`config.mk`:
```
export PLATFORM = sky130hd
export DESIGN_NAME = mpm_power_ctrl
export DESIGN_NICKNAME = d
export VERILOG_FILES = /design/src/rtl/mpm_pkg.sv /design/src/rtl/mpm_cycle_if.sv /design/src/rtl/mpm_sync.sv /design/src/rtl/mpm_cycle_timer.sv /design/src/rtl/mpm_power_ctrl.sv
export SDC_FILE = /design/constraint.sdc
export NUM_CORES = 1
export LEC_CHECK = 0
export BUFFER_PORTS_ARGS = -buffer_cell sky130_fd_sc_hd__buf_2
export CAP_MARGIN = 0
export CORE_MARGIN = 3
export CORE_UTILIZATION = 30
export CTS_BUF_LIST = sky130_fd_sc_hd__clkbuf_16
export CTS_CLUSTER_DIAMETER = 50
export CTS_CLUSTER_SIZE = 25
export DETAILED_ROUTE_END_ITERATION = 16
export PLACE_DENSITY_LB_ADDON = 0.25
export SLEW_MARGIN = 20
export SYNTH_ARGS = -nofsm -noshare
export SYNTH_HDL_FRONTEND = slang
export SYNTH_SLANG_ARGS = --single-unit
export TNS_END_PERCENT = 50
```
`constraint.sdc`:
```
create_clock -name clock -period 14.6 [get_ports clock]
set_input_delay 0.73 -clock clock [delete_from_list [all_inputs] [get_ports clock]]
set_output_delay 0.73 -clock clock [all_outputs]
set_load 0.01 [all_outputs]
```
`src/rtl/mpm_pkg.sv`:
```
// shared constants and types of the magnetometer power-mode controller
`default_nettype none
package mpm_pkg;
    localparam int CLK_PERIOD_NS = 50;
    localparam int CLK_HZ = 20_000_000;
    localparam int NS_PER_US = 1000;
    // measurement cycle pieces, in microseconds and in clock cycles
    localparam int PLANAR_REP_TIME_US = 145;
    localparam int Z_REP_TIME_US = 500;
    localparam int BASE_TIME_US = 980;
    localparam int PLANAR_REP_CYCLES = PLANAR_REP_TIME_US * NS_PER_US / CLK_PERIOD_NS;
    localparam int Z_REP_CYCLES = Z_REP_TIME_US * NS_PER_US / CLK_PERIOD_NS;
    localparam int BASE_CYCLES = BASE_TIME_US * NS_PER_US / CLK_PERIOD_NS;
    localparam int CNT_W = 24;
    localparam int REP_W = 9;
    localparam int PER_W = 24;
    localparam int ODR_NUM = 8;
    localparam int ODR_W = 3;
    localparam int ODR_HZ [ODR_NUM] = '{10, 2, 6, 8, 15, 20, 25, 30};
    // register offsets
    localparam logic [7:0] ADDR_ID = 8'h40;
    localparam logic [7:0] ADDR_PWR = 8'h4B;
    localparam logic [7:0] ADDR_OPM = 8'h4C;
    localparam logic [7:0] ADDR_XYREP = 8'h51;
    localparam logic [7:0] ADDR_ZREP = 8'h52;
    // field positions and mode field codes
    localparam int PWR_BIT = 0;
    localparam int THREE_WIRE_BIT = 2;
    localparam int SRST_BIT = 7;
    localparam int OPM_LSB = 1;
    localparam int ODR_LSB = 3;
    localparam logic [1:0] OPM_NORMAL = 2'h0;
    localparam logic [1:0] OPM_FORCED = 2'h1;
    localparam logic [1:0] OPM_SLEEP = 2'h3;
    // reset values, blank read value and power store mask
    localparam logic [7:0] PWR_RST = 8'h00;
    localparam logic [7:0] OPM_RST = 8'h06;
    localparam logic [7:0] REP_RST = 8'h00;
    localparam logic [7:0] READ_BLANK = 8'h00;
    localparam logic [7:0] PWR_STORE_MASK = 8'h05;
    typedef enum logic [2:0] {
        MPM_OFF, MPM_POR, MPM_STARTUP, MPM_SUSPEND, MPM_SLEEP, MPM_NORMAL, MPM_FORCED
    } mpm_mode_type;
endpackage
`default_nettype wire

```
`src/rtl/mpm_cycle_if.sv`:
```
// link between the mode controller and the measurement cycle timer
`timescale 1ns/1ps
`default_nettype none
interface mpm_cycle_if;
    import mpm_pkg::*;
    logic start;
    logic abort;
    logic [REP_W-1:0] planar_repetitions;
    logic [REP_W-1:0] vertical_repetitions;
    logic busy;
    logic done;
    modport ctrl (output start, abort, planar_repetitions, vertical_repetitions, input busy, done);
    modport timer (input start, abort, planar_repetitions, vertical_repetitions, output busy, done);
endinterface
`default_nettype wire

```
`src/rtl/mpm_sync.sv`:
```
// two-flop synchronisers for the asynchronous pins
`timescale 1ns/1ps
`default_nettype none
module mpm_sync #(
    parameter int W = 3
) (
    input wire logic clock,
    input wire logic sys_rst,
    input wire logic [W-1:0] d_async,
    output logic [W-1:0] q
);
    for (genvar i = 0; i < W; i++)
    begin : g_bit
        logic meta_reg;
        logic sync_reg;
        always_ff @(posedge clock)
        begin
            if (sys_rst)
            begin
                meta_reg <= 1'b0;
                sync_reg <= 1'b0;
            end
            else
            begin
                meta_reg <= d_async[i];
                sync_reg <= meta_reg;
            end
        end
        assign q[i] = sync_reg;
    end
endmodule // mpm_sync
`default_nettype wire

```
`src/rtl/mpm_cycle_timer.sv`:
```
// measurement cycle timer: length from the repetition counts
`timescale 1ns/1ps
`default_nettype none
module mpm_cycle_timer #(
    parameter int CNT_W = mpm_pkg::CNT_W,
    parameter int Z_CYC = mpm_pkg::Z_REP_CYCLES,
    parameter int BASE_CYC = mpm_pkg::BASE_CYCLES
) (
    input wire logic clock,
    input wire logic sys_rst,
    mpm_cycle_if.timer c
);
    import mpm_pkg::*;
    logic [CNT_W-1:0] total;
    logic [CNT_W-1:0] cnt_reg;
    logic busy_reg;
    logic done_reg;
    // the whole length is loaded at once; no per-axis sequencing is needed here
    assign total = CNT_W'(PLANAR_REP_CYCLES) * CNT_W'(c.planar_repetitions)
        + CNT_W'(Z_CYC) * CNT_W'(c.vertical_repetitions) + CNT_W'(BASE_CYC);
    always_ff @(posedge clock)
    begin
        if (sys_rst || c.abort)
        begin
            busy_reg <= 1'b0;
            cnt_reg <= '0;
        end
        else if (c.start)
        begin
            busy_reg <= 1'b1;
            cnt_reg <= total;
        end
        else if (busy_reg)
        begin
            cnt_reg <= cnt_reg - CNT_W'(1);
            if (cnt_reg == CNT_W'(1))
                busy_reg <= 1'b0;
        end
    end
    always_ff @(posedge clock)
    begin
        if (sys_rst)
            done_reg <= 1'b0;
        else
            done_reg <= busy_reg && cnt_reg == CNT_W'(1) && !c.start && !c.abort;
    end
    assign c.busy = busy_reg;
    assign c.done = done_reg;
endmodule // mpm_cycle_timer
`default_nettype wire

```
`src/rtl/mpm_power_ctrl.sv`:
```
// power-mode controller of a three-axis magnetic sensor
//
// What the document requires
// power off until both supplies valid
// power-on reset restores all register defaults
// start-up loads nonvolatile store before modes
// suspend mode entered after start-up
// suspend allows only power control register
// entering suspend clears all but power control
// suspended id read: zero or undriven line
// power bit one moves suspend to sleep
// mode field 11 returns active to sleep
// sleep gives full register access
// power bit zero moves to suspend
// active mode field setting leaves sleep
// normal mode measures once per rate period (code skips a period that ends while a cycle still runs)
// soft reset in normal returns to sleep
// forced measures once then sets field 11
// retrigger discards unfinished result
// cycle length from repetitions plus base
// host spaces forced triggers by cycle length
// host should use standard repetition presets
// results loaded together after all axes
// field 00 normal, 01 forced, 11 sleep
`timescale 1ns/1ps
`default_nettype none
module mpm_power_ctrl #(
    parameter logic [7:0] ID_CODE = 8'hA5, // arbitrary value
    parameter int Z_CYC = mpm_pkg::Z_REP_CYCLES,
    parameter int BASE_CYC = mpm_pkg::BASE_CYCLES,
    parameter int ODR_BASE_CYC = mpm_pkg::CLK_HZ
) (
    input wire logic clock,
    input wire logic sys_rst,
    input wire logic vdd_ok,
    input wire logic vddio_ok,
    input wire logic protocol_select_pin,
    input wire logic nvm_load_done,
    input wire logic reg_req,
    input wire logic reg_write,
    input wire logic [7:0] reg_addr,
    input wire logic [7:0] reg_wdata,
    output logic reg_ack,
    output logic [7:0] reg_rdata,
    output logic reg_rdata_oe,
    output logic nvm_load_start,
    output logic data_load,
    output logic three_wire_serial_enable,
    output var mpm_pkg::mpm_mode_type power_mode
);
    import mpm_pkg::*;

    logic [2:0] pin_sync;
    logic supplies_ok;
    logic proto_i2c;
    mpm_mode_type state_reg;
    mpm_mode_type state_next;
    logic [7:0] pwr_reg;
    logic [7:0] opm_reg;
    logic [7:0] xyrep_reg;
    logic [7:0] zrep_reg;
    logic [PER_W-1:0] per_cnt_reg;
    logic [PER_W-1:0] odr_cyc [ODR_NUM];
    logic acc_ok;
    logic wr_pwr;
    logic wr_opm;
    logic rd_req;
    logic pwr_on;
    logic soft_rst;
    logic period_tick;
    logic active_next;
    logic [1:0] opm_val;

    mpm_cycle_if cyc ();

    mpm_sync #(.W(3)) u_sync (
        .clock(clock),
        .sys_rst(sys_rst),
        .d_async({protocol_select_pin, vddio_ok, vdd_ok}),
        .q(pin_sync)
    );

    mpm_cycle_timer #(.CNT_W(CNT_W), .Z_CYC(Z_CYC), .BASE_CYC(BASE_CYC)) u_timer (
        .clock(clock),
        .sys_rst(sys_rst),
        .c(cyc.timer)
    );

    assign supplies_ok = pin_sync[0] & pin_sync[1];
    // protocol select pin high means I2C
    assign proto_i2c = pin_sync[2];

    ////////////////////////////////////////////////////////////////////////////
    // access decode
    always_comb
    begin
        unique case (state_reg)
            MPM_SUSPEND: acc_ok = (reg_addr == ADDR_PWR);
            MPM_SLEEP, MPM_NORMAL, MPM_FORCED: acc_ok = 1'b1;
            default: acc_ok = 1'b0;
        endcase
    end

    assign wr_pwr = reg_req && reg_write && acc_ok && reg_addr == ADDR_PWR;
    assign wr_opm = reg_req && reg_write && acc_ok && reg_addr == ADDR_OPM;
    assign rd_req = reg_req && !reg_write;
    assign pwr_on = reg_wdata[PWR_BIT];
    assign soft_rst = wr_pwr && reg_wdata[SRST_BIT];
    assign opm_val = reg_wdata[OPM_LSB +: 2];

    ////////////////////////////////////////////////////////////////////////////
    // power mode sequence
    always_comb
    begin
        state_next = state_reg;
        unique case (state_reg)
            MPM_OFF:
                if (supplies_ok)
                    state_next = MPM_POR;
            MPM_POR:
                state_next = MPM_STARTUP;
            MPM_STARTUP:
                if (nvm_load_done)
                    state_next = MPM_SUSPEND;
            MPM_SUSPEND:
                if (wr_pwr && pwr_on)
                    state_next = MPM_SLEEP;
            MPM_SLEEP:
            begin
                if (wr_pwr && !pwr_on)
                    state_next = MPM_SUSPEND;
                else if (wr_opm && opm_val == OPM_NORMAL)
                    state_next = MPM_NORMAL;
                else if (wr_opm && opm_val == OPM_FORCED)
                    state_next = MPM_FORCED;
            end
            MPM_NORMAL, MPM_FORCED:
            begin
                if (wr_pwr && !pwr_on)
                    state_next = MPM_SUSPEND;
                else if (soft_rst || (wr_opm && opm_val == OPM_SLEEP))
                    state_next = MPM_SLEEP;
                else if (wr_opm && opm_val == OPM_NORMAL)
                    state_next = MPM_NORMAL;
                else if (wr_opm && opm_val == OPM_FORCED)
                    state_next = MPM_FORCED;
                else if (state_reg == MPM_FORCED && cyc.done)
                    state_next = MPM_SLEEP;
            end
            default:
                state_next = MPM_OFF;
        endcase
        // a lost supply wins over everything
        if (!supplies_ok)
            state_next = MPM_OFF;
    end

    always_ff @(posedge clock)
    begin
        if (sys_rst)
            state_reg <= MPM_OFF;
        else
            state_reg <= state_next;
    end

    always_ff @(posedge clock)
    begin
        if (sys_rst)
            nvm_load_start <= 1'b0;
        else
            nvm_load_start <= state_reg == MPM_POR && state_next == MPM_STARTUP;
    end

    assign power_mode = state_reg;

    ////////////////////////////////////////////////////////////////////////////
    // registers
    always_ff @(posedge clock)
    begin
        if (sys_rst || state_reg == MPM_OFF || state_reg == MPM_POR)
        begin
            pwr_reg <= PWR_RST;
            opm_reg <= OPM_RST;
            xyrep_reg <= REP_RST;
            zrep_reg <= REP_RST;
        end
        else
        begin
            // soft reset bit is not stored, so it always reads back zero
            if (wr_pwr)
                pwr_reg <= reg_wdata & PWR_STORE_MASK;
            if (soft_rst || (state_next == MPM_SUSPEND && state_reg != MPM_SUSPEND))
            begin
                opm_reg <= OPM_RST;
                xyrep_reg <= REP_RST;
                zrep_reg <= REP_RST;
            end
            else
            begin
                if (wr_opm)
                    opm_reg <= reg_wdata;
                else if (state_reg == MPM_FORCED && state_next == MPM_SLEEP)
                    opm_reg[OPM_LSB +: 2] <= OPM_SLEEP;
                if (reg_req && reg_write && acc_ok && reg_addr == ADDR_XYREP)
                    xyrep_reg <= reg_wdata;
                if (reg_req && reg_write && acc_ok && reg_addr == ADDR_ZREP)
                    zrep_reg <= reg_wdata;
            end
        end
    end

    assign three_wire_serial_enable = pwr_reg[THREE_WIRE_BIT];

    always_ff @(posedge clock)
    begin
        if (sys_rst)
        begin
            reg_ack <= 1'b0;
            reg_rdata <= READ_BLANK;
            reg_rdata_oe <= 1'b0;
        end
        else
        begin
            reg_ack <= reg_req;
            if (rd_req)
            begin
                // on SPI a blocked read leaves the data line undriven
                reg_rdata_oe <= acc_ok || proto_i2c;
                if (!acc_ok)
                    reg_rdata <= READ_BLANK;
                else
                begin
                    case (reg_addr)
                        ADDR_ID: reg_rdata <= ID_CODE;
                        ADDR_PWR: reg_rdata <= pwr_reg;
                        ADDR_OPM: reg_rdata <= opm_reg;
                        ADDR_XYREP: reg_rdata <= xyrep_reg;
                        ADDR_ZREP: reg_rdata <= zrep_reg;
                        default: reg_rdata <= READ_BLANK;
                    endcase
                end
            end
        end
    end

    ////////////////////////////////////////////////////////////////////////////
    // measurement scheduling
    for (genvar i = 0; i < ODR_NUM; i++)
    begin : g_odr
        assign odr_cyc[i] = PER_W'(ODR_BASE_CYC / ODR_HZ[i]);
    end

    // first period starts in the first normal-mode cycle
    assign period_tick = state_reg == MPM_NORMAL && per_cnt_reg == '0;

    always_ff @(posedge clock)
    begin
        if (sys_rst || state_reg != MPM_NORMAL)
            per_cnt_reg <= '0;
        else if (period_tick)
            per_cnt_reg <= odr_cyc[opm_reg[ODR_LSB +: ODR_W]] - PER_W'(1);
        else
            per_cnt_reg <= per_cnt_reg - PER_W'(1);
    end

    assign active_next = state_next == MPM_NORMAL || state_next == MPM_FORCED;
    // a period that ends while a cycle still runs is skipped, not queued
    assign cyc.start = (wr_opm && opm_val == OPM_FORCED && state_next == MPM_FORCED)
        || (period_tick && !cyc.busy && state_next == MPM_NORMAL);
    assign cyc.abort = !active_next;
    assign cyc.planar_repetitions = {xyrep_reg, 1'b1};
    assign cyc.vertical_repetitions = {1'b0, zrep_reg} + REP_W'(1);

    always_ff @(posedge clock)
    begin
        if (sys_rst)
            data_load <= 1'b0;
        else
            data_load <= cyc.done;
    end
endmodule // mpm_power_ctrl
`default_nettype wire

```
# ---- Word-level counts from Yosys, hierarchy flattened
# Memory sizes are Yosys's and may differ from the RTL's.
# Index checks and enable logic that the tools add are counted.
dict set report totals {
  out_inout_bits 16
  elab_cells 125
  mem_count 1
  input_bits 24
  rom_bits 192
  regBits 97
}
# memory words width rd rd_ports_with_merged_regs wr line
set mem_list {}
lappend mem_list {{(name not given)} 8 24 1 0 0 mpm_power_ctrl.sv:261} ;# per_cnt_reg <= odr_cyc[opm_reg[ODR_LSB +: ODR_W]] - PER_W'(1);
dict set report op_classes {
  n_addsub 6
  muxes 25
  n_mul 2
  n_bitwise 2
  n_eq_ne 21
  n_reduce_logical 46
  n_lt_le_gt_ge 1
}
# operator n
set ops {}
lappend ops {{$mux W24} 5}
lappend ops {{$sub A24 B1 Y24 const B} 3}
lappend ops {{$eq A8 B7 Y1 const B} 5}
lappend ops {{$pmux W8 S5} 1}
lappend ops {{$mul A10 B9 Y19 const A} 2}
lappend ops {{$mux W3} 11}
lappend ops {{$add A21 B23 Y24} 1}
lappend ops {{$add A24 B15 Y24 const B} 1}
lappend ops {{$eq A24 B1 Y1 const B} 1}
lappend ops {{$logic_and A1 B1 Y1} 24}
lappend ops {{$logic_not A24 Y1} 1}
lappend ops {{$eq A3 B3 Y1 const B} 6}
lappend ops {{$pmux W3 S6} 1}
lappend ops {{$eq A3 B2 Y1 const B} 4}
lappend ops {{$add A8 B1 Y9 const B} 1}
lappend ops {{$logic_or A1 B1 Y1} 9}
lappend ops {{$mux W8} 1}
lappend ops {{$logic_not A1 Y1} 5}
lappend ops {{$ge A4 B4 Y1 const B} 1}
lappend ops {{$mux W2} 2}
lappend ops {{$not A3 Y4} 1}
lappend ops {{$reduce_bool A2 Y1} 2}
lappend ops {{$reduce_or A2 Y1} 2}
lappend ops {{$eq A3 B1 Y1 const B} 1}
lappend ops {{10 further kinds} 12}

# ---- Longest topological paths before layout
dict set report logic_depth {
  word_depth 18
  ltp_mapped 28
  depth_no_buf 27
}

# ---- Modules after synthesis
# From an unflattened synthesis, not the netlist that was laid out.
dict set report hier_totals {
  hier_cells 1085
  area_unflattened_um2 9195.1
}
# mod area_per_inst_um2 cells_per_inst n_inst
set by_module_without_submodules {}
lappend by_module_without_submodules {mpm_cycle_timer 5287.6 627 1}
lappend by_module_without_submodules {mpm_power_ctrl 3727.3 443 1}
lappend by_module_without_submodules {mpm_sync 180.2 15 1}

# ---- Worst setup path before layout
# Ideal clock, no wire load.
dict set report synth_path {
  kind {reg2reg}
  from {reg zrep_reg[2]}
  to {reg u_timer.cnt_reg[22]}
  setup_time_ns 0.154
  stages_incl_launch_ff 27
  path_buffers 1
  slack_ns 8.510
  t_arrival_ns 5.936
  period_less_slack_ns 6.090
  cell_sequence {dfxtp_1 > clkbuf_1 > nand3_1 > nor2_1 > nand4_1 > xnor2_1 > inv_1 > fa_1 > fa_1 > inv_1 > ha_1 > inv_1 > fa_1 > inv_1 > ha_1 > or4_1 > a31oi_1 > nor2b_1 > xnor2_1 > ha_1 > ha_1 > or2_2 > and2_1 > o22a_1 > o31ai_1 > xor2_1 > a211oi_1}
}
dict set report synth_between {
  elab_chain_len 5
}
# item line
set synth_lines {}
lappend synth_lines {{start: declaration} mpm_power_ctrl.sv:61} ;# logic [7:0] zrep_reg;
lappend synth_lines {{start signal: assignment} mpm_power_ctrl.sv:207} ;# zrep_reg <= reg_wdata;
lappend synth_lines {{$add A8 B1 Y9} mpm_power_ctrl.sv:272} ;# assign cyc.vertical_repetitions = {1'b0, zrep_reg} + REP_W'(1);
lappend synth_lines {{$mul A10 B9 Y19} mpm_cycle_timer.sv:20} ;# + CNT_W'(Z_CYC) * CNT_W'(c.vertical_repetitions) + CNT_W'(BASE_CYC);
lappend synth_lines {{$add A21 B23 Y24} mpm_cycle_timer.sv:20}
lappend synth_lines {{$add A24 B15 Y24} mpm_cycle_timer.sv:20}
lappend synth_lines {{$mux W24} mpm_cycle_timer.sv:28} ;# else if (c.start)
lappend synth_lines {{end signal: assignment} mpm_cycle_timer.sv:31} ;# cnt_reg <= total;
lappend synth_lines {{end signal: assignment} mpm_cycle_timer.sv:35} ;# cnt_reg <= cnt_reg - CNT_W'(1);
lappend synth_lines {{end: declaration} mpm_cycle_timer.sv:15} ;# logic [CNT_W-1:0] cnt_reg;
# No other way between the ends.
# A chain may end at the register's enable or synchronous reset.

# ---- Worst setup path in the final report
dict set report layout_path {
  from {reg zrep_reg[0]}
  to {reg u_timer.cnt_reg[19]}
}
# Same word-level chain as after synthesis.

==> reports/results.tsv <==
stage	metric	value	unit
cells_and_area	most common cell after layout, fill and taps aside	inv_1	
critical_path	FF-to-FF path depth	23	
logic_synthesis	synthesis-stage register bit count	97	
route	Detailed Route Iter0 Violations	405	
route	via count	7413	
critical_path	Setup CP Type	flop to flop	
clock_tree	CTS tree	built	
power_and_ir_drop	LEAKAGE	4.590	nW
logic_synthesis	Synth Flop Type	dfxtp_1	
sta	final setup margin	8119	ps
critical_path	CP max FO	10	
logic_synthesis	Synth area leader	dfxtp_1	
route	Pre-antenna DRT Iters	5	
critical_path	cell mode on critical path	ha_1	
critical_path	CP max stage cell	dfxtp_1	
critical_path	Crit path buffers/inverters	4	
clock_tree	H-tree depth	3	
outcome	status	completed	
logic_synthesis	Net Count, Synth	1281	
cells_and_area	layout overhead on the synthesized area	9.864	%
clock_tree	Clock Path Buffers	2	
logic_synthesis	Cell Area, Synth	9196	µm²
grt	largest net degree at the start of global routing	32	
floorplanning	die width	181.1	µm
hold_path	worst hold start	u_sync.g_bit[2].meta_reg	
critical_path	Worst R2R Start	zrep_reg[0]	
clock_tree	cts hold-fix bufs	0	
floorplanning	Die H	181.1	µm
cells_and_area	nets@finish	1307	
hold_path	Hold Path Class	flop to flop	
place	hpwl dp	18180	µm
critical_path	Slowest Stage Delay on Critical Path	560	ps
hold_path	Hold Path End	u_sync.g_bit[2].sync_reg	
clock_tree	clk sinks	97	
critical_path	Critical Path RT	14890	ps
critical_path	reg2reg end	u_timer.cnt_reg[19]	
grt	first-pass GRT wire length	37760	µm
logic_synthesis	Async SR Flop Fraction	0	%
cells_and_area	fin util	33.73	%
route	DRC errors left	0	
place	IO Port Bufs	39	
route	Vias/cell	4.900	
place	Setup WS pre-CTS	8118	ps
critical_path	reg-to-reg slack, setup	8120	ps
critical_path	crit path DAT	6770	ps
cells_and_area	Final Non-Filler Cells	1513	
power_and_ir_drop	peak supply drop	0.05295	mV
sta	post-route minimum period	6481	ps
job	Max-cap violations	0	
cells_and_area	most frequent cells in the layout	inv_1, ha_1, nor2_1	
sta	maximum clock rate	154.3	MHz
logic_synthesis	fraction of the mapped netlist area in adder cells	25.47	%
route	final wirelength	22480	µm
logic_synthesis	top cells by area, synth	dfxtp_1, ha_1, fa_1	
critical_path	CP cell instances	ha_1, nand2_1, xnor2_1, inv_1, fa_1, fa_1, inv_1, ha_1, inv_1, fa_1, inv_1, ha_1, or4_1, a31oi_1, xnor2_1, ha_1, ha_1, nand2_1, o21ai_0, o21bai_1, o21a_1, or4_1, o31ai_1	
grt	initial antenna violation count	0	
cells_and_area	Final Cell Area	10100	µm²
logic_synthesis	share of the synthesized area in the top cell type	21.12	%
critical_path	kind of start point of the critical path	flop	
logic_synthesis	Post-synth EDFFs	0	
route	DRT antenna net count	0	
logic_synthesis	Synth Area in Compound Gates	15.12	%
floorplanning	Die ar.	32790	µm²
logic_synthesis	sequential element share of the synthesized area	21.12	%
place	Area after DPL	9799	µm²
cells_and_area	n_diodes	0	
cells_and_area	share of cells above drive strength 1	8.905	%
floorplanning	num rows	63	
clock_tree	Clk Latency, worst-skew pair	370	ps
sta	final worst path period share	44.39	%
grt	vias in the first global route	7283	
logic_synthesis	count of different cell masters after synthesis	77	
floorplanning	Core Area	29950	µm²
clock_tree	Setup Fix Bufs, Post-CTS	0	
sta	Final Hold Fails	0	
logic_synthesis	Simple-Gate Fraction of Synth Area	19.54	%
sta	Slew HR	31.42	%
sta	Final Setup Violations	0	
grt	GR Util All Layers	13.95	%
place	post-placement cell count	1497	
power_and_ir_drop	PD cells	51.95	nW/µm²
logic_synthesis	Post-Synth XOR/XNOR Area	8.381	%
sta	clk_skew	14.18	ps
critical_path	crit end category	flop	
clock_tree	post-CTS sizing	0	
logic_synthesis	mux contribution to synthesized area	3.388	%
logic_synthesis	Yosys warning total	0	
clock_tree	Clock transition at path regs	90	ps
sta	max-slew violations	0	
floorplanning	starting density of the core	30.70	%
critical_path	crit-path leading delay family	adder cells	
logic_synthesis	Syn Inst Count	1092	
sta	Setup TNS	0	ps
sta	worst-margin pin slew	1029	ps
logic_synthesis	syn avg cell area	8.422	µm²
clock_tree	cts bufs inserted	9	
floorplanning	I/O pin cnt	40	
route	drt wl/cell	14.85	µm
sta	RSZ-0062 raised after global routing	false	
grt	GRT overflow	0	
logic_synthesis	largest family of logic cells by synthesized area	adder cells	
hold_path	Hold Path Depth	1	
clock_tree	Root Driver	clkbuf_16	
place	routability cong.	0.8135	
synthesized netlist by cell type (4+ instances only):
library cell / count
or2_2: 10
nand3b_1: 6
or3_1: 11
a221o_1: 4
a211oi_2: 10
clkbuf_1: 22
o211ai_1: 4
nor2_1: 113
ha_1: 128
buf_2: 4
fa_1: 37
a21o_1: 9
nand4_1: 8
nand3_1: 22
dfxtp_1: 97
a211oi_1: 7
nor3_1: 35
nand2_1: 63
o21a_1: 8
and2_1: 4
a222oi_1: 4
inv_1: 136
nand2b_1: 9
xnor2_1: 49
nor3b_1: 7
o41ai_1: 4
o21bai_1: 5
xor2_1: 39
mux2i_1: 30
o21ai_0: 25
nor2b_1: 21
nor4_1: 11
a21oi_1: 65
a31oi_1: 8
a221oi_1: 4
and3_1: 5
or4_1: 10
metal layers:
| layer | up-vias | GRT usage, % | wire [µm] |
|---|---|---|---|
| li1 | 3833 | - | - |
| met1 | 3495 | 20.35 | 11660 |
| met2 | 71 | 22.10 | 10120 |
| met3 | 14 | 1.913 | 492 |
| met4 | 0 | 2.681 | 200 |
| met5 | - | 0 | 0 |
cell families (layout without fill, tap and decap cells):
logic type / after synthesis / after routing
flops: 97 / 97
buf+inv: 166 / 197
fa+ha+maj: 165 / 165
xor+xnor: 88 / 88
simple gates: 351 / 351
compound gates: 194 / 194
mux: 31 / 31
metrics by stage:
step | hold WS, ps | power [W]
2_1_floorplan | 413.8 | 0.0002764
3_3_place_gp | 421.5 | 0.0002834
3_5_place_dp | 425.8 | 0.0002835
4_1_cts | 443.6 | 0.0005314
5_1_grt | 468.0 | 0.0005453
6_report | 444.5 | 0.0005249
how the worst max path moves through the flow:
stage / startpoint / end / slack (ps) / cells after the start
2_1_floorplan: zrep_reg[2] / u_timer.cnt_reg[22] / 8510 / 26
6_report: zrep_reg[0] / u_timer.cnt_reg[19] / 8120 / 23
5_1_grt: zrep_reg[0] / u_timer.cnt_reg[19] / 7590 / 24
3_5_place_dp: zrep_reg[0] / u_timer.cnt_reg[19] / 8120 / 24
3_3_place_gp: zrep_reg[0] / u_timer.cnt_reg[19] / 8220 / 23
4_1_cts: zrep_reg[0] / u_timer.cnt_reg[19] / 8110 / 24
where the power goes:
part | switching (W) | internal, W | total, W
clock | 0.000124 | 0.000123 | 0.000248
sequential | 0.000000343 | 0.000265 | 0.000266
combinational | 0.00000730 | 0.00000434 | 0.0000116
area by class of cell:
| type | count | area [µm²] |
|---|---|---|
| timing repair buffer | 45 | 240.2 |
| clock buffer | 9 | 225.2 |
| clock inverter | 7 | 78.83 |
| tap | 390 | 488.0 |
| sequential | 97 | 1942 |
| multi-input combinational | 829 | 6619 |
| inverter | 136 | 510.5 |
| fill | 3279 | 19850 |
(Power assumes the default switching activity.)
